## config.mk

```make
export PLATFORM = sky130hd
export DESIGN_NAME = core_supply_vid_fault_sequencer
export DESIGN_NICKNAME = d
export VERILOG_FILES = /design/src/core_supply_pkg.sv /design/src/core_supply_vid_fault_sequencer.sv
export SDC_FILE = /design/constraint.sdc
export NUM_CORES = 1
export LEC_CHECK = 0
export ABC_AREA = 1
export ABC_CLOCK_PERIOD_IN_PS = 6030
export BUFFER_PORTS_ARGS = -buffer_cell sky130_fd_sc_hd__buf_2
export CAP_MARGIN = 20
export CORE_ASPECT_RATIO = 2
export CORE_MARGIN = 10
export CORE_UTILIZATION = 60
export CTS_CLUSTER_SIZE = 12
export DETAILED_ROUTE_END_ITERATION = 8
export HOLD_SLACK_MARGIN = 0.03
export MAX_ROUTING_LAYER = met4
export PLACE_DENSITY = 0.91
export SYNTH_ARGS = -nofsm -noshare
export SYNTH_HDL_FRONTEND = slang
export SYNTH_SLANG_ARGS = --single-unit
```

## constraint.sdc

```tcl
create_clock -name mclk -period 6.03 [get_ports mclk]
set_input_delay 0.3015 -clock mclk [delete_from_list [all_inputs] [get_ports mclk]]
set_output_delay 0.3015 -clock mclk [all_outputs]
set_load 0.01 [all_outputs]
```

## src/core_supply_pkg.sv

```systemverilog
/*
  shared constants and carrier types for the core supply sequencer.
  assumes a 200 MHz mclk and a single clock domain.
*/
`default_nettype none
package core_supply_pkg;
  // -----------------------------------------------------------------
  // timing
  // -----------------------------------------------------------------
  localparam int CLK_PERIOD_PS = 5000;
  localparam int OC_DELAY_NS = 400;
  localparam int OC_DELAY_CYC = (OC_DELAY_NS * 1000 + CLK_PERIOD_PS - 1) / CLK_PERIOD_PS;
  localparam logic [7:0] OC_DELAY_CNT = 8'(OC_DELAY_CYC);

  // -----------------------------------------------------------------
  // setpoint table, millivolts
  // -----------------------------------------------------------------
  localparam logic [11:0] HIGH_BAND_TOP_MV = 12'h7d0;  // 2.000 V
  localparam logic [11:0] HIGH_BAND_STEP_MV = 12'h032; // 50 mV
  localparam logic [11:0] LOW_BAND_TOP_MV = 12'h4fb;   // 1.275 V
  localparam logic [11:0] LOW_BAND_STEP_MV = 12'h019;  // 25 mV
  localparam logic [3:0] SHUTDOWN_LOW_BITS = 4'hf;     // 01111 and 11111

  // -----------------------------------------------------------------
  // register port
  // -----------------------------------------------------------------
  localparam logic [7:0] STATUS_OFFSET = 8'h00;
  localparam logic [7:0] SLEW_OFFSET = 8'h04;
  localparam logic [7:0] REF_OFFSET = 8'h08;
  localparam logic [15:0] SLEW_RESET = 16'h00c8;  // one mV per microsecond

  // -----------------------------------------------------------------
  // types
  // -----------------------------------------------------------------
  typedef enum logic [5:0] {
    ST_POR = 6'b000001,
    ST_IDLE = 6'b000010,
    ST_SOFT = 6'b000100,
    ST_RUN = 6'b001000,
    ST_OV_DISCHARGE = 6'b010000,
    ST_FAULT = 6'b100000
  } seq_state_t;

  // pin-level inputs, synchronised as a group
  typedef struct packed {
    logic [4:0] voltage_select_code;
    logic turn_on_input;
    logic vcc_above_lockout;
    logic vin_above_lockout;
    logic oc_phase1;
    logic oc_phase3;
    logic over_voltage;
    logic below_085;
    logic under_voltage;
    logic output_good_flag;
  } pins_t;

  // gate drive permissions
  typedef struct packed {
    logic osc_run;
    logic phase12_enable;
    logic phase3_enable;
    logic low_side_discharge;
  } drive_t;
endpackage
`default_nettype wire

```

## src/core_supply_vid_fault_sequencer.sv

```systemverilog
/*
  voltage code decode, reference ramp, power-up sequencing and fault
  latching for a biphase core supply with a fast third phase.
  assumes comparator and pin levels arrive asynchronously, the phase one
  low-side gate state comes from modulator logic on mclk, and software
  reaches the registers over a plain strobe port.
*/
// The address-and-strobe port and the placing of the registers were left to the implementer.
`timescale 1ns/1ps
`default_nettype none
module core_supply_vid_fault_sequencer
  import core_supply_pkg::*;
(
  // clock and reset
  input wire logic mclk,
  input wire logic rst,
  // pins and comparators
  input wire core_supply_pkg::pins_t pins_async,
  // phase one low-side gate state from the modulator
  input wire logic ph1_low_on,
  // register port
  input wire logic [7:0] reg_addr,
  input wire logic [15:0] reg_wdata,
  input wire logic reg_wr,
  input wire logic reg_rd,
  output logic [15:0] reg_rdata,
  // regulator control
  output logic [11:0] reference_ramp_node,
  output core_supply_pkg::drive_t drive,
  output logic current_limit_latched,
  output logic undervoltage_armed
);
  import core_supply_pkg::*;

  // -----------------------------------------------------------------
  // state
  // -----------------------------------------------------------------
  typedef struct packed {
    pins_t sync1;
    pins_t sync2;
    seq_state_t st;
    logic [11:0] ref_mv;
    logic [15:0] slew_cnt;
    logic [15:0] slew;
    logic [7:0] ph1_on_cnt;
    logic [1:0][7:0] oc_cnt;
    logic oc_latch;
    logic en_seen_low;
    logic uv_armed;
    logic [15:0] rdata;
  } state_t;

  state_t cur_ff;
  state_t nxt_cur;

  pins_t p;
  logic supplies_ok;
  logic shutdown_code;
  logic [11:0] target_mv;
  logic ramping_up;
  logic [1:0] oc_raw;
  logic oc_trip;
  logic [15:0] status_word;

  assign p = cur_ff.sync2;

  // -----------------------------------------------------------------
  // decode
  // -----------------------------------------------------------------
  // codes map linearly within each band; shutdown drives the target to zero
  always_comb begin
    supplies_ok = p.vcc_above_lockout & p.vin_above_lockout;
    shutdown_code = (p.voltage_select_code[3:0] == SHUTDOWN_LOW_BITS);
    if (shutdown_code) begin
      target_mv = 12'h000;
    end else if (!p.voltage_select_code[4]) begin
      target_mv = 12'(HIGH_BAND_TOP_MV - HIGH_BAND_STEP_MV * {8'h00, p.voltage_select_code[3:0]});
    end else begin
      target_mv = 12'(LOW_BAND_TOP_MV - LOW_BAND_STEP_MV * {8'h00, p.voltage_select_code[3:0]});
    end
    ramping_up = (cur_ff.st == ST_RUN) && (cur_ff.ref_mv < target_mv);
    // phase one sense only counts once the low side has been on long enough
    oc_raw[0] = p.oc_phase1 && (cur_ff.ph1_on_cnt >= OC_DELAY_CNT);
    oc_raw[1] = p.oc_phase3;
    oc_trip = 1'b0;
    for (int i = 0; i < 2; i++) begin
      if (cur_ff.oc_cnt[i] >= OC_DELAY_CNT && !ramping_up) begin
        oc_trip = 1'b1;
      end
    end
    status_word = {7'h00, cur_ff.uv_armed, cur_ff.oc_latch, shutdown_code, 1'b0, cur_ff.st[4:0]};
  end

  // -----------------------------------------------------------------
  // next state
  // -----------------------------------------------------------------
  always_comb begin
    nxt_cur = cur_ff;
    // two-stage synchroniser, stage one read only by stage two
    nxt_cur.sync1 = pins_async;
    nxt_cur.sync2 = cur_ff.sync1;

    // low-side on-time counter, saturating
    if (!ph1_low_on) begin
      nxt_cur.ph1_on_cnt = 8'h00;
    end else if (cur_ff.ph1_on_cnt < OC_DELAY_CNT) begin
      nxt_cur.ph1_on_cnt = 8'(cur_ff.ph1_on_cnt + 8'h01);
    end

    // qualification counters restart whenever the condition drops
    for (int i = 0; i < 2; i++) begin
      if (!oc_raw[i] || ramping_up || !(cur_ff.st inside {ST_SOFT, ST_RUN})) begin
        nxt_cur.oc_cnt[i] = 8'h00;
      end else if (cur_ff.oc_cnt[i] < OC_DELAY_CNT) begin
        nxt_cur.oc_cnt[i] = 8'(cur_ff.oc_cnt[i] + 8'h01);
      end
    end

    // reference moves one mV per slew interval while regulating, and clears to zero in every other state
    if (cur_ff.st inside {ST_SOFT, ST_RUN}) begin
      if (cur_ff.ref_mv == target_mv || cur_ff.slew_cnt >= cur_ff.slew) begin
        nxt_cur.slew_cnt = 16'h0000;
      end else begin
        nxt_cur.slew_cnt = 16'(cur_ff.slew_cnt + 16'h0001);
      end
      if (cur_ff.slew_cnt >= cur_ff.slew) begin
        if (cur_ff.ref_mv < target_mv) begin
          nxt_cur.ref_mv = 12'(cur_ff.ref_mv + 12'h001);
        end else if (cur_ff.ref_mv > target_mv) begin
          nxt_cur.ref_mv = 12'(cur_ff.ref_mv - 12'h001);
        end
      end
    end else begin
      nxt_cur.ref_mv = 12'h000;
      nxt_cur.slew_cnt = 16'h0000;
    end

    if (!p.turn_on_input) begin
      nxt_cur.en_seen_low = 1'b1;
    end

    // sequencer
    case (cur_ff.st)
      ST_POR: begin
        if (supplies_ok) begin
          nxt_cur.st = ST_IDLE;
          nxt_cur.oc_latch = 1'b0;
        end
      end
      ST_IDLE: begin
        if (p.turn_on_input && !shutdown_code) begin
          nxt_cur.st = ST_SOFT;
        end
      end
      ST_SOFT, ST_RUN: begin
        if (!p.turn_on_input) begin
          nxt_cur.st = ST_FAULT;
          nxt_cur.en_seen_low = 1'b1;
        end else if (p.over_voltage) begin
          nxt_cur.st = ST_OV_DISCHARGE;
          nxt_cur.en_seen_low = 1'b0;
        end else if (oc_trip) begin
          nxt_cur.st = ST_FAULT;
          nxt_cur.oc_latch = 1'b1;
          nxt_cur.en_seen_low = 1'b0;
        end else if (cur_ff.uv_armed && p.under_voltage) begin
          nxt_cur.st = ST_FAULT;
          nxt_cur.en_seen_low = 1'b0;
        end else if (shutdown_code && cur_ff.ref_mv == 12'h000) begin
          nxt_cur.st = ST_IDLE;
        end else if (cur_ff.st == ST_SOFT && cur_ff.ref_mv == target_mv) begin
          nxt_cur.st = ST_RUN;
        end
      end
      ST_OV_DISCHARGE: begin
        if (p.below_085) begin
          nxt_cur.st = ST_FAULT;
        end
      end
      ST_FAULT: begin
        // a low then high on turn-on, or a supply loss through power-on reset, releases the latched fault
        if (p.turn_on_input && cur_ff.en_seen_low) begin
          nxt_cur.st = ST_IDLE;
          nxt_cur.oc_latch = 1'b0;
        end
      end
      default: begin
        nxt_cur.st = ST_POR;
      end
    endcase

    // supply loss overrides everything and restarts from power-on reset
    if (!supplies_ok) begin
      nxt_cur.st = ST_POR;
    end

    // under-voltage watch arms once at reference with output good
    if (cur_ff.st != ST_RUN) begin
      nxt_cur.uv_armed = 1'b0;
    end else if (cur_ff.ref_mv == target_mv && p.output_good_flag) begin
      nxt_cur.uv_armed = 1'b1;
    end

    // register port: reads answer the cycle after the strobe
    if (reg_wr && reg_addr == SLEW_OFFSET) begin
      nxt_cur.slew = reg_wdata;
    end
    nxt_cur.rdata = 16'h0000;
    if (reg_rd) begin
      case (reg_addr)
        STATUS_OFFSET: nxt_cur.rdata = status_word;
        SLEW_OFFSET: nxt_cur.rdata = cur_ff.slew;
        REF_OFFSET: nxt_cur.rdata = {4'h0, cur_ff.ref_mv};
        default: nxt_cur.rdata = 16'h0000;
      endcase
    end
  end

  // -----------------------------------------------------------------
  // registers
  // -----------------------------------------------------------------
  always_ff @(posedge mclk or posedge rst) begin
    if (rst) begin
      cur_ff <= '{st: ST_POR, slew: SLEW_RESET, default: '0};
    end else begin
      cur_ff <= nxt_cur;
    end
  end

  // -----------------------------------------------------------------
  // outputs
  // -----------------------------------------------------------------
  // gate permissions follow the state alone, so faults cut drive at once
  always_comb begin
    drive.osc_run = !(cur_ff.st inside {ST_POR});
    drive.phase12_enable = cur_ff.st inside {ST_SOFT, ST_RUN};
    drive.phase3_enable = (cur_ff.st == ST_RUN);
    drive.low_side_discharge = (cur_ff.st == ST_OV_DISCHARGE);
  end
  assign reference_ramp_node = cur_ff.ref_mv;
  assign current_limit_latched = cur_ff.oc_latch;
  assign undervoltage_armed = cur_ff.uv_armed;
  assign reg_rdata = cur_ff.rdata;
endmodule
`default_nettype wire

```

Word level (Yosys, flattened, before mapping)
Cells that the tools add are included.
{"block": "op_classes", "n_mux": 42, "n_addsub": 8, "order_cmp": 9, "n_reduce_logical": 33, "n_mul": 2, "n_eq_ne": 23, "bitwise": 1}
{"op": "$mux W12", "count": 5}
{"op": "$mux W6", "count": 10}
{"op": "$mux W8", "count": 6}
{"op": "$pmux W16 S3", "count": 1}
{"op": "$mux W16", "count": 2}
{"op": "$pmux W6 S5", "count": 1}
{"op": "$mux W28", "count": 1}
{"op": "$add A8 B1 Y8 const B", "count": 3}
{"op": "$ge A8 B7 Y1 const B", "count": 3}
{"op": "$lt A8 B7 Y1 const B", "count": 3}
{"op": "$mul A5 B4 Y9 const A", "count": 2}
{"op": "$add A16 B1 Y16 const B", "count": 1}
{"op": "$ge A16 B16 Y1", "count": 1}
{"op": "$mux W1", "count": 15}
{"op": "$add A12 B1 Y12 const B", "count": 1}
{"op": "$eq A12 B12 Y1", "count": 1}
{"op": "$gt A12 B12 Y1", "count": 1}
{"op": "$logic_not A12 Y1", "count": 1}
{"op": "$lt A12 B12 Y1", "count": 1}
{"op": "$sub A11 B10 Y12 const A", "count": 1}
{"op": "$sub A11 B9 Y12 const A", "count": 1}
{"op": "$sub A12 B1 Y12 const B", "count": 1}
{"op": "$logic_and A1 B1 Y1", "count": 11}
{"op": "$ne A2 B2 Y1 const B", "count": 5}
{"op": "25 further kinds", "count": 40}
{"block": "totals", "out_inout_bits": 34, "word_cells": 149, "input_bits": 43, "register_bits": 121}

Logic depth before layout (Yosys ltp)
Gate-level depths: netlist of run 1.
{"block": "depth", "depth_word": 15, "depth_mapped": 26, "ltp_nobuf": 26}

Worst setup path after synthesis of run 1
OpenSTA, ideal clock, no wires.
{"block": "synth_path", "path_type": "flip-flop to flip-flop", "startpoint": "register cur_ff[102] (netlist bit)", "endpoint": "register cur_ff, in the netlist reference_ramp_node[10]", "period_less_slack_ns": 4.268, "slack_ns": 1.762, "setup_time_ns": 0.076, "arrival_time_ns": 4.191, "path_stages_with_launch": 25, "n_path_buf": 0, "path_cell_list": "dfrtp_1 > inv_1 > ha_1 > ha_1 > fa_1 > inv_1 > nor2_1 > nand2_1 > nor2_1 > xnor2_1 > o211ai_1 > ha_1 > nand4_1 > nor2_1 > nand2_1 > nand3_2 > inv_1 > fa_1 > nand3b_1 > nand2_1 > nand4_1 > nand2_1 > a21boi_0 > xor2_1 > o21ai_1"}
{"block": "synth_via", "elab_chain_len": 8, "elab_cells_between_ends": 14, "classes_between": "2 x add/sub; 2 x mul; 2 x order compare; 2 x eq/ne; 5 x mux; 1 x reduce/logical"}
{"item": "from (decl)", "line": "core_supply_vid_fault_sequencer.sv:53", "rtl": "state_t cur_ff;"}
{"item": "from (signal assigned)", "line": "core_supply_vid_fault_sequencer.sv:226", "rtl": "cur_ff <= nxt_cur;"}
{"item": "$mul A5 B4 Y9", "line": "core_supply_vid_fault_sequencer.sv:77, core_supply_vid_fault_sequencer.sv:79"}
{"item": "$sub A11 B9 Y12 or $sub A11 B10 Y12 (tied branches)", "line": "core_supply_vid_fault_sequencer.sv:79, core_supply_vid_fault_sequencer.sv:77"}
{"item": "$mux W12", "line": "core_supply_vid_fault_sequencer.sv:76", "rtl": "end else if (!p.voltage_select_code[4]) begin"}
{"item": "$mux W12 (*)", "line": "core_supply_vid_fault_sequencer.sv:74", "rtl": "if (shutdown_code) begin"}
{"item": "$lt A12 B12 Y1", "line": "core_supply_vid_fault_sequencer.sv:127", "rtl": "if (cur_ff.ref_mv < target_mv) begin"}
{"item": "$mux W12", "line": "core_supply_vid_fault_sequencer.sv:127"}
{"item": "$mux W12", "line": "core_supply_vid_fault_sequencer.sv:126", "rtl": "if (cur_ff.slew_cnt >= cur_ff.slew) begin"}
{"item": "$mux W28", "line": "core_supply_vid_fault_sequencer.sv:120", "rtl": "if (cur_ff.st inside {ST_SOFT, ST_RUN}) begin"}
Every way passes the cells marked *; elsewhere a longest branch is shown, timed or not. The select of a mux whose other input is x is not followed.
A chain may end at the register's enable or synchronous reset.

Worst setup path after layout of run 1
{"block": "layout_path", "startpoint": "register cur_ff[104] (netlist bit)", "endpoint": "register cur_ff, in the netlist reference_ramp_node[10]"}
The elaborated chain is that of the path after synthesis.

==> results.cfg, run 1 <==
[synthesis]
synthArstFlopShare_pct = 100
syn_area_um2 = 7320
synth_cells = 851
yosysSeqAreaShare_pct = 41.4
synth_flop_cell = dfrtp_1
synth_edf_count = 0
yosysWarnings = 0
yosysMostFrequentCell = inv_1
yosys_register_bits = 121
synthTopCellsByCount = inv_1 (124), nand2_1 (118), dfrtp_1 (117)
syn-num-nets = 961
post_synth_num_cell_types = 51
synth_top_area_cell = dfrtp_1
netlist.area_leader.share_pct = 40.0
ys_top_cells_by_area = dfrtp_1 (40%), ha_1 (11%), inv_1 (6.4%), nand2_1 (6.0%), nor2_1 (4.8%)
syn_avg_cell_area_um2 = 8.61

[drt]
drt_iter0_markers = 432
viasPerCell = 5.70
antenna_left = 0
drcViolationCount = 0
routed_wl_mm = 19.3
wl_per_cell_um = 17.8
first_pass_iters = 5
routed-via-count = 6177

[clock_network]
postCtsSetupBuffers = 0
cts_tree = built
clk_latency_ns = 0.43
cts_htree_levels = 4
cts.path.max_buffers = 2
clk_pin_slew_ns = 0.06
cts-root-buf = clkbuf_16
cts_made_buffers = 17
cts_sinks = 121
cts_resized = 0

[pwr]
p_leak_uw = 0.00431
p_per_area_nw_per_um2 = 242
power_frac_comb_pct = 8.9
pwr-share-seq_pct = 41.5
clock_power_share_pct = 49.6
totalPowerFinal_uw = 2030
p_switching_uw = 509
switching_share_pct = 25.1
internal_power_uw = 1520
vdd.ir_drop.worst_v = 0.000288

[placement]
gp_congestion = 1.02
io_buffer_count = 76
dpl.hpwl_mm = 13.9
place_ws_ns = 1.30

[grt]
overflow = 0
grt_pass1_vias = 6418
grtUsageTotal_pct = 23.3
antenna_found_initial = 0
grt_pass1_wl_mm = 31.3
grt_max_degree = 92

[timing]
slew_violations = 0
final-hold-violation-count = 0
finalSetupTns_ns = 0
worst_slack_ns = 1.22
fin_skew_ns = 0.0134
worst_slew_pin_slew_ns = 0.963
setup-violations-final = 0
maxSlewHeadroom_pct = 35.6
period_minus_slack_ns = 4.81
rsz0062_at_grt = no
fin_hold_ws_ns = 0.128
min_period_over_period_pct = 79.7
fmax_mhz = 208

[cells_and_area]
antennaDiodeCount = 0
layout-drive-gt1-share_pct = 17.6
final_nets = 1033
regArea_um2 = 3030
multi_input_area_um2 = 3510
syn_to_final_growth_pct = 14.4
fillCellCount = 901

[critical_path]
crit_fanout = 13
worstPathArrival_ns = 5.14
r2r_setup_slack_ns = 1.22
required_ns = 6.37
r2r_end = reference_ramp_node[10]$_DFFE_PP0P_
r2r-start = cur_ff[104]$_DFF_PP0_
crit_path_start_kind = flop
worst-setup-path-type = flop to flop
reg2reg_depth = 25
cp-end-kind = flop

[floorplanning]
die_w_um = 98.1
start_util_pct = 60.8
fp.dieH_um = 176
io_pins = 77
fp-row-count = 57
core_um2 = 12100
dieArea_um2 = 17300

[worst_hold_path]
hold_end = cur_ff[52]$_DFFE_PP0P_
whs_path_depth = 3
hp-class = primary input to flop
hp-start = reg_wdata[9]

[flow_run]
drv_cap = 0

[run_status]
status = finished clean
## routing by layer
metal / global-route usage, % / routed length, um
met3: 5.36 / 887
met5: - / 0
met1: 20.5 / 6410
met2: 42.0 / 10600
met4: 17.1 / 1420
## power by group through the flow
stage	Sequential (uW)	Clock, uW	Combinational (uW)
after detailed placement	855	0	168
after CTS	841	1010	178
after global placement	854	0	163
after floorplan	852	0	118
after global routing	843	1050	207
final	841	1000	181
## state kept, by name (all words and copies together), names as in the netlist
| register | flops |
|---|---|
| cur_ff | 91 |
| current_limit_latched | 1 |
| reference_ramp_node | 12 |
| reg_rdata | 16 |
| undervoltage_armed | 1 |
## logic make-up after synthesis
group | after synthesis | share of synthesized area, %
buffers and inverters | 173 | 10.7
multiplexers | 1 | 0.154
XOR/XNOR | 33 | 3.95
adder cells (fa/ha/maj) | 67 | 11.7
flip-flops | 121 | 41.4
AO/OA/AOI/OAI | 136 | 11.5
AND/OR/NAND/NOR | 320 | 20.7
## area by class of cell
cell class                      instances  area share, %
Timing Repair Buffer                   93           6.66
Sequential cell                       121           36.2
Clock buffer                           18           5.24
Clock inverter                         14           1.79
Multi-Input combinational cell        557           41.9
Tap cell                              147           2.20
Inverter                              133           5.99
## placed cells by master (no fill, tap or decap), types with 13 or more instances in the layout
master and instances:
a21oi_1 58, buf_2 76, clkbuf_16 17, dfrtp_1 117, dlygate4sd3_1 15, ha_1 65
inv_1 123, nand2_1 118, nand3_1 41, nand4_1 13, nor2_1 94, nor3_1 13
o21ai_0 23, xor2_1 21
## how the worst max path moves through the flow
stage,startpoint,endpoint,slack (ns),cells after the start
5_1_grt,cur_ff[102]$_DFF_PP0_,reference_ramp_node[10]$_DFFE_PP0P_,0.83,24
3_3_place_gp,cur_ff[102]$_DFF_PP0_,reference_ramp_node[10]$_DFFE_PP0P_,1.43,23
4_1_cts,cur_ff[102]$_DFF_PP0_,reference_ramp_node[10]$_DFFE_PP0P_,1.27,24
2_1_floorplan,cur_ff[102]$_DFF_PP0_,reference_ramp_node[10]$_DFFE_PP0P_,1.76,24
3_5_place_dp,cur_ff[102]$_DFF_PP0_,reference_ramp_node[10]$_DFFE_PP0P_,1.30,24
6_report,cur_ff[104]$_DFF_PP0_,reference_ramp_node[10]$_DFFE_PP0P_,1.22,25
## worst max-delay path, cell delays in order, from the launching register on
cell and delay (ns):
dfrtp_1 0.56, inv_2 0.11, ha_1 0.36, inv_1 0.06, ha_1 0.35, nand2_1 0.08
nor2_1 0.04, a211o_1 0.25, or2_1 0.25, xor2_1 0.15, o22ai_1 0.12, inv_1 0.07
ha_1 0.29, nand4_1 0.14, nor2_1 0.13, nand2_1 0.13, nand3_2 0.25, inv_1 0.11
fa_1 0.41, nand3b_1 0.19, nand2_1 0.10, nand4_1 0.07, nand2_1 0.10, a21boi_0 0.11
xor2_1 0.16, o21ai_1 0.13
## repair_timing
action / in CTS / in global routing
endpoints found under the setup margin: 0 / 0
hold buffers: 15 / 0
endpoints found under the hold margin: 44 / 0
## metrics by stage
step           area, um^2  utilization [%]  cells
2_1_floorplan        7320                -    851
3_3_place_gp         7610             63.2   1035
3_5_place_dp         7610             63.2   1035
4_1_cts              8350             69.3   1082
5_1_grt              8370             69.5   1083
6_report             8370             69.5   1083
No activity file was read; power rests on OpenSTA's default activity.
==> inputs of run 2 (changes only) <==
--- a/config.mk
+++ b/config.mk
@@ -6,17 +6,17 @@
 export NUM_CORES = 1
 export LEC_CHECK = 0
 export ABC_AREA = 1
-export ABC_CLOCK_PERIOD_IN_PS = 6030
+export ABC_CLOCK_PERIOD_IN_PS = 4010
 export BUFFER_PORTS_ARGS = -buffer_cell sky130_fd_sc_hd__buf_2
 export CAP_MARGIN = 20
 export CORE_ASPECT_RATIO = 2
 export CORE_MARGIN = 10
-export CORE_UTILIZATION = 60
+export CORE_UTILIZATION = 54
 export CTS_CLUSTER_SIZE = 12
 export DETAILED_ROUTE_END_ITERATION = 8
 export HOLD_SLACK_MARGIN = 0.03
 export MAX_ROUTING_LAYER = met4
-export PLACE_DENSITY = 0.91
+export PLACE_DENSITY = 0.87
 export SYNTH_ARGS = -nofsm -noshare
 export SYNTH_HDL_FRONTEND = slang
 export SYNTH_SLANG_ARGS = --single-unit
==> constraint.sdc (replaced) <==
create_clock -name mclk -period 4.01 [get_ports mclk]
set_input_delay 0.2005 -clock mclk [delete_from_list [all_inputs] [get_ports mclk]]
set_output_delay 0.2005 -clock mclk [all_outputs]
set_load 0.01 [all_outputs]
==> results.cfg, run 2 (synthesis gave the netlist of run 1 again) <==
[run_status]
status = finished with violations
violations = negative setup slack

[critical_path]
crit_path_start_kind = flop
cp-end-kind = flop
worstPathArrival_ns = 4.86
cpPeakStageDelay_ns = 0.55
reg2reg_depth = 25
r2r_setup_slack_ns = -0.55
crit_fanout = 5
worst-setup-path-type = flop to flop
required_ns = 4.31
critPathSlowestCell = fa_2
r2r-start = cur_ff[103]$_DFF_PP0_
critPathLaunch = cur_ff[103]$_DFF_PP0_

[drt]
wl_met3_mm = 1.49
first_pass_iters = 6
met2_length_mm = 11.2
wl_per_cell_um = 18.6
drt_iter0_markers = 689
antenna_left = 0
routedLengthMet1_mm = 7.27
routed_wl_mm = 21.6
viasPerCell = 5.78
drcViolationCount = 0
routed-via-count = 6728
top_layer = met4

[pwr]
clock_power_share_pct = 49.2
totalPowerFinal_uw = 3230
p_leak_uw = 0.00474
p_per_area_nw_per_um2 = 344
internal_power_uw = 2350
power_frac_comb_pct = 11.8
vdd.ir_drop.worst_v = 0.000373
switching_share_pct = 27.1
p_switching_uw = 874
pwr-share-seq_pct = 39.1

[floorplanning]
fp.dieH_um = 185
core_um2 = 13400
fp-row-count = 60
start_util_pct = 54.8
die_w_um = 102
dieArea_um2 = 18900
io_pins = 77

[cells_and_area]
fillCellCount = 896
instances_no_fill = 1165
fin_util_pct = 70.3
syn_to_final_growth_pct = 28.3
layout_common_cells = inv_1 (115), dfrtp_1 (115), nand2_1 (104)
largest_reg_flops = 91
final_nets = 1106
layout-drive-gt1-share_pct = 28.8
final_cell_area_um2 = 9400
largest_register = cur_ff

[timing]
slew_violations = 0
worst_slack_ns = -0.553
fmax_mhz = 219
rsz0062_at_grt = yes
final-hold-violation-count = 0
worst_slew_pin_slew_ns = 1.35
min_period_over_period_pct = 114
fin_skew_ns = 0.0117
maxSlewHeadroom_pct = 9.56
period_minus_slack_ns = 4.56
setup-violations-final = 9

[grt]
overflow = 0
grt_pass1_vias = 6938
grtUsageTotal_pct = 22.2
grt_max_degree = 75
grt_pass1_wl_mm = 31.7
antenna_found_initial = 1

[clock_network]
clk_pin_slew_ns = 0.06
clk_latency_ns = 0.43
cts_htree_levels = 4
cts_made_buffers = 17
cts_sinks = 121
cts-root-buf = clkbuf_16
cts_tree = built
cts.path.max_buffers = 2

[placement]
io_buffer_count = 76
dpl.hpwl_mm = 13.9
placed_cell_area_um2 = 8010
gp_congestion = 0.920
placed_cells = 1088

[worst_hold_path]
hp-class = primary input to flop
whs_path_depth = 3
hp-start = reg_wdata[4]

[flow_run]
drv_cap = 0
## run 2: worst max-delay path, delay by kind of cell (launching register included)
family                   cells  cell delay [ns]
AO/OA/AOI/OAI                5             0.72
adder cells (fa/ha/maj)      5             1.63
buffers and inverters        5             0.58
flip-flops                   1             0.41
XOR/XNOR                     2             0.31
AND/OR/NAND/NOR              8             0.79
## run 2: path summary, 6_finish.rpt
kind	endpoint
worst max-delay path	reference_ramp_node[11]$_DFFE_PP0P_
worst min-delay path	cur_ff[47]$_DFFE_PP0P_
worst max register to register	reference_ramp_node[11]$_DFFE_PP0P_
worst min register to register	cur_ff[93]$_DFF_PP0_
max in group asynchronous	cur_ff[87]$_DFFE_PP1P_
min in group asynchronous	cur_ff[23]$_DFFE_PP0P_
## run 2: routing by layer
metal  GRT usage (%)  vias to the layer above
met3            5.21                      139
met2            38.9                      359
li1                -                     3045
met5               -                        -
met4            16.3                        0
met1            20.2                     3185
## run 2: through the flow
step	setup slack [ns]	hold WS, ns	setup TNS (ns)
global placement	-0.122	0.309	-0.497
CTS	-0.268	0.0308	-4.66
global route	-0.802	0.0675	-4.99
finish	-0.553	0.0351	-3.27
floorplan	-0.0207	0.232	-0.0667
detailed placement	-0.292	0.310	-1.58
## run 2: power groups by stage
stage	clock network [uW]	logic [uW]	registers, uW
after detailed placement	0	297	1280
after CTS	1590	336	1260
after global routing	1650	417	1260
after global placement	0	289	1280
final	1590	379	1260
after floorplan	0	181	1280
## run 2: layout make-up
cell class | count | area, um^2 | area share, %
diodes | 1 | 2.50 | 0.0266
clock buffers | 17 | 425 | 4.53
clock inverters | 15 | 181 | 1.93
inverters | 133 | 504 | 5.36
multi-input cells | 560 | 3900 | 41.5
flip-flops and latches | 121 | 3040 | 32.3
well taps | 155 | 194 | 2.06
repair buffers | 163 | 1150 | 12.3
## run 2: what timing repair did
item                                    CTS  global route
gates resized for setup                  16            60
setup buffers                             7            15
hold buffers                             24             0
endpoints found under the hold margin    92             0
endpoints found under the setup margin    9            33
gates cloned                              1             2
pin swaps                                 7            30
==> inputs of run 3 (changes only) <==
--- a/config.mk
+++ b/config.mk
@@ -17,6 +17,7 @@
 export HOLD_SLACK_MARGIN = 0.03
 export MAX_ROUTING_LAYER = met4
 export PLACE_DENSITY = 0.87
+export RECOVER_POWER = 50
 export SYNTH_ARGS = -nofsm -noshare
 export SYNTH_HDL_FRONTEND = slang
 export SYNTH_SLANG_ARGS = --single-unit
==> results.cfg, run 3 (synthesis gave the netlist of run 1 again) <==
[drt]
routed-via-count = 6704
viasPerCell = 5.75
first_pass_iters = 6
antenna_left = 0
drcViolationCount = 0
drt_iter0_markers = 638
routed_wl_mm = 21.5
wl_per_cell_um = 18.5

[cells_and_area]
final_nets = 1106
layout_common_cells = inv_1 (116), dfrtp_1 (115), nand2_1 (104)
layout-drive-gt1-share_pct = 25.9
final_cell_area_um2 = 9360
fillCellCount = 907
final_common_cell = inv_1
syn_to_final_growth_pct = 27.8
largest_register = cur_ff
largest_reg_flops = 91

[flow_run]
drv_cap = 1

[critical_path]
r2r-start = cur_ff[103]$_DFF_PP0_
critPathSlowestCell = fa_2
worst-setup-path-type = flop to flop
required_ns = 4.31
cpPeakStageDelay_ns = 0.55
crit_path_start_kind = flop
cp.depth = 25
worstPathArrival_ns = 4.82
worst-path-buf-inv = 5
r2r_setup_slack_ns = -0.51
cp-end-kind = flop
reg2reg_depth = 25
r2r_end = reference_ramp_node[11]$_DFFE_PP0P_
crit_fanout = 5
path_delay_family = adder cells

[worst_hold_path]
hp-start = reg_wdata[4]
whs_path_depth = 3
hp-class = primary input to flop
hold_end = cur_ff[47]$_DFFE_PP0P_

[floorplanning]
die_w_um = 102
dieArea_um2 = 18900
fp-row-count = 60
core_um2 = 13400
io_pins = 77
fp.dieH_um = 185
start_util_pct = 54.8

[timing]
final-hold-violation-count = 0
fmax_mhz = 221
period_minus_slack_ns = 4.52
fin_skew_ns = 0.0118
worst_slack_ns = -0.507
maxSlewHeadroom_pct = -79.9
worst_slew_pin_slew_ns = 2.70
rsz0062_at_grt = yes
min_period_over_period_pct = 113
slew_violations = 75
setup-violations-final = 9

[pwr]
p_per_area_nw_per_um2 = 345
p_leak_uw = 0.00462
totalPowerFinal_uw = 3230
vdd.ir_drop.worst_v = 0.000373

[clock_network]
cts-root-buf = clkbuf_16
clk_pin_slew_ns = 0.06
cts.path.max_buffers = 2
clk_latency_ns = 0.43
cts_made_buffers = 17
cts_sinks = 121
cts_tree = built
cts_htree_levels = 4

[run_status]
violations = max-capacitance violations, max-slew violations, negative setup slack
status = finished with violations

[placement]
dpl.hpwl_mm = 13.9
gp_congestion = 0.920
placed_cell_area_um2 = 8010
io_buffer_count = 76

[grt]
grt_pass1_vias = 6938
grt_max_degree = 75
grtUsageTotal_pct = 22.2
overflow = 0
antenna_found_initial = 1
grt_pass1_wl_mm = 31.7
==> run 3: worst reg2reg max path, delay by kind of cell (launching register included) <==
family,cells,cell delay (ns)
DFF,1,0.41
adders and majority gates,5,1.63
and+or+nand+nor,8,0.78
xor gates and xnor gates,2,0.31
AOI/OAI and AO/OA,5,0.69
buffers and inverters,5,0.58
==> run 3: layout make-up <==
type | count | area (um^2) | share of cell area [%]
diodes | 1 | 2.50 | 0.0267
clock buffers | 17 | 425 | 4.54
clock inverters | 15 | 181 | 1.94
inverters | 133 | 502 | 5.36
multi-input cells | 560 | 3900 | 41.7
flip-flops and latches | 121 | 3040 | 32.4
well taps | 155 | 194 | 2.07
repair buffers | 163 | 1120 | 12.0
==> run 3: worst max-delay path by stage <==
| stage | startpoint | endpoint | slack [ns] |
|---|---|---|---|
| floorplan | cur_ff[103]$_DFF_PP0_ | reference_ramp_node[10]$_DFFE_PP0P_ | -0.02 |
| CTS | cur_ff[103]$_DFF_PP0_ | reference_ramp_node[11]$_DFFE_PP0P_ | -0.27 |
| finish | cur_ff[103]$_DFF_PP0_ | reference_ramp_node[11]$_DFFE_PP0P_ | -0.51 |
| global route | cur_ff[102]$_DFF_PP0_ | reference_ramp_node[11]$_DFFE_PP0P_ | -0.80 |
| global placement | cur_ff[103]$_DFF_PP0_ | reference_ramp_node[10]$_DFFE_PP0P_ | -0.12 |
| detailed placement | cur_ff[103]$_DFF_PP0_ | reference_ramp_node[10]$_DFFE_PP0P_ | -0.29 |
==> run 3: routing by layer <==
metal / share of wire (%) / routed length (um) / up-vias / GRT usage, %
met5: 0 / 0 / - / -
met4: 7.8 / 1670 / 0 / 16.3
met3: 6.3 / 1360 / 150 / 5.21
met2: 52 / 11200 / 351 / 38.9
met1: 34 / 7340 / 3154 / 20.2
li1: - / - / 3049 / -
==> run 3: repair_timing <==
item                       in CTS  in global routing
hold buffers                   24                  0
setup endpoints to repair       9                 33
pin swaps                       7                 30
hold endpoints to repair       92                  0
gates resized for setup        16                 60
buffers inserted                7                 15
gates cloned                    1                  2
==> run 3: metrics by stage <==
stage	setup TNS, ns	setup WS (ns)	hold WS (ns)	instances	util (%)
floorplan	-0.0667	-0.0207	0.232	851	-
global placement	-0.497	-0.122	0.309	1088	59.9
detailed placement	-1.58	-0.292	0.310	1088	59.9
CTS	-4.66	-0.268	0.0308	1152	67.3
global route	-4.99	-0.802	0.0675	1165	70.1
finish	-3.12	-0.507	0.0351	1165	70.1
==> run 3: report_power, final <==
| part | internal (uW) | total [uW] | switching (uW) |
|---|---|---|---|
| logic | 166 | 379 | 212 |
| registers | 1250 | 1260 | 13.5 |
| clock network | 940 | 1580 | 645 |
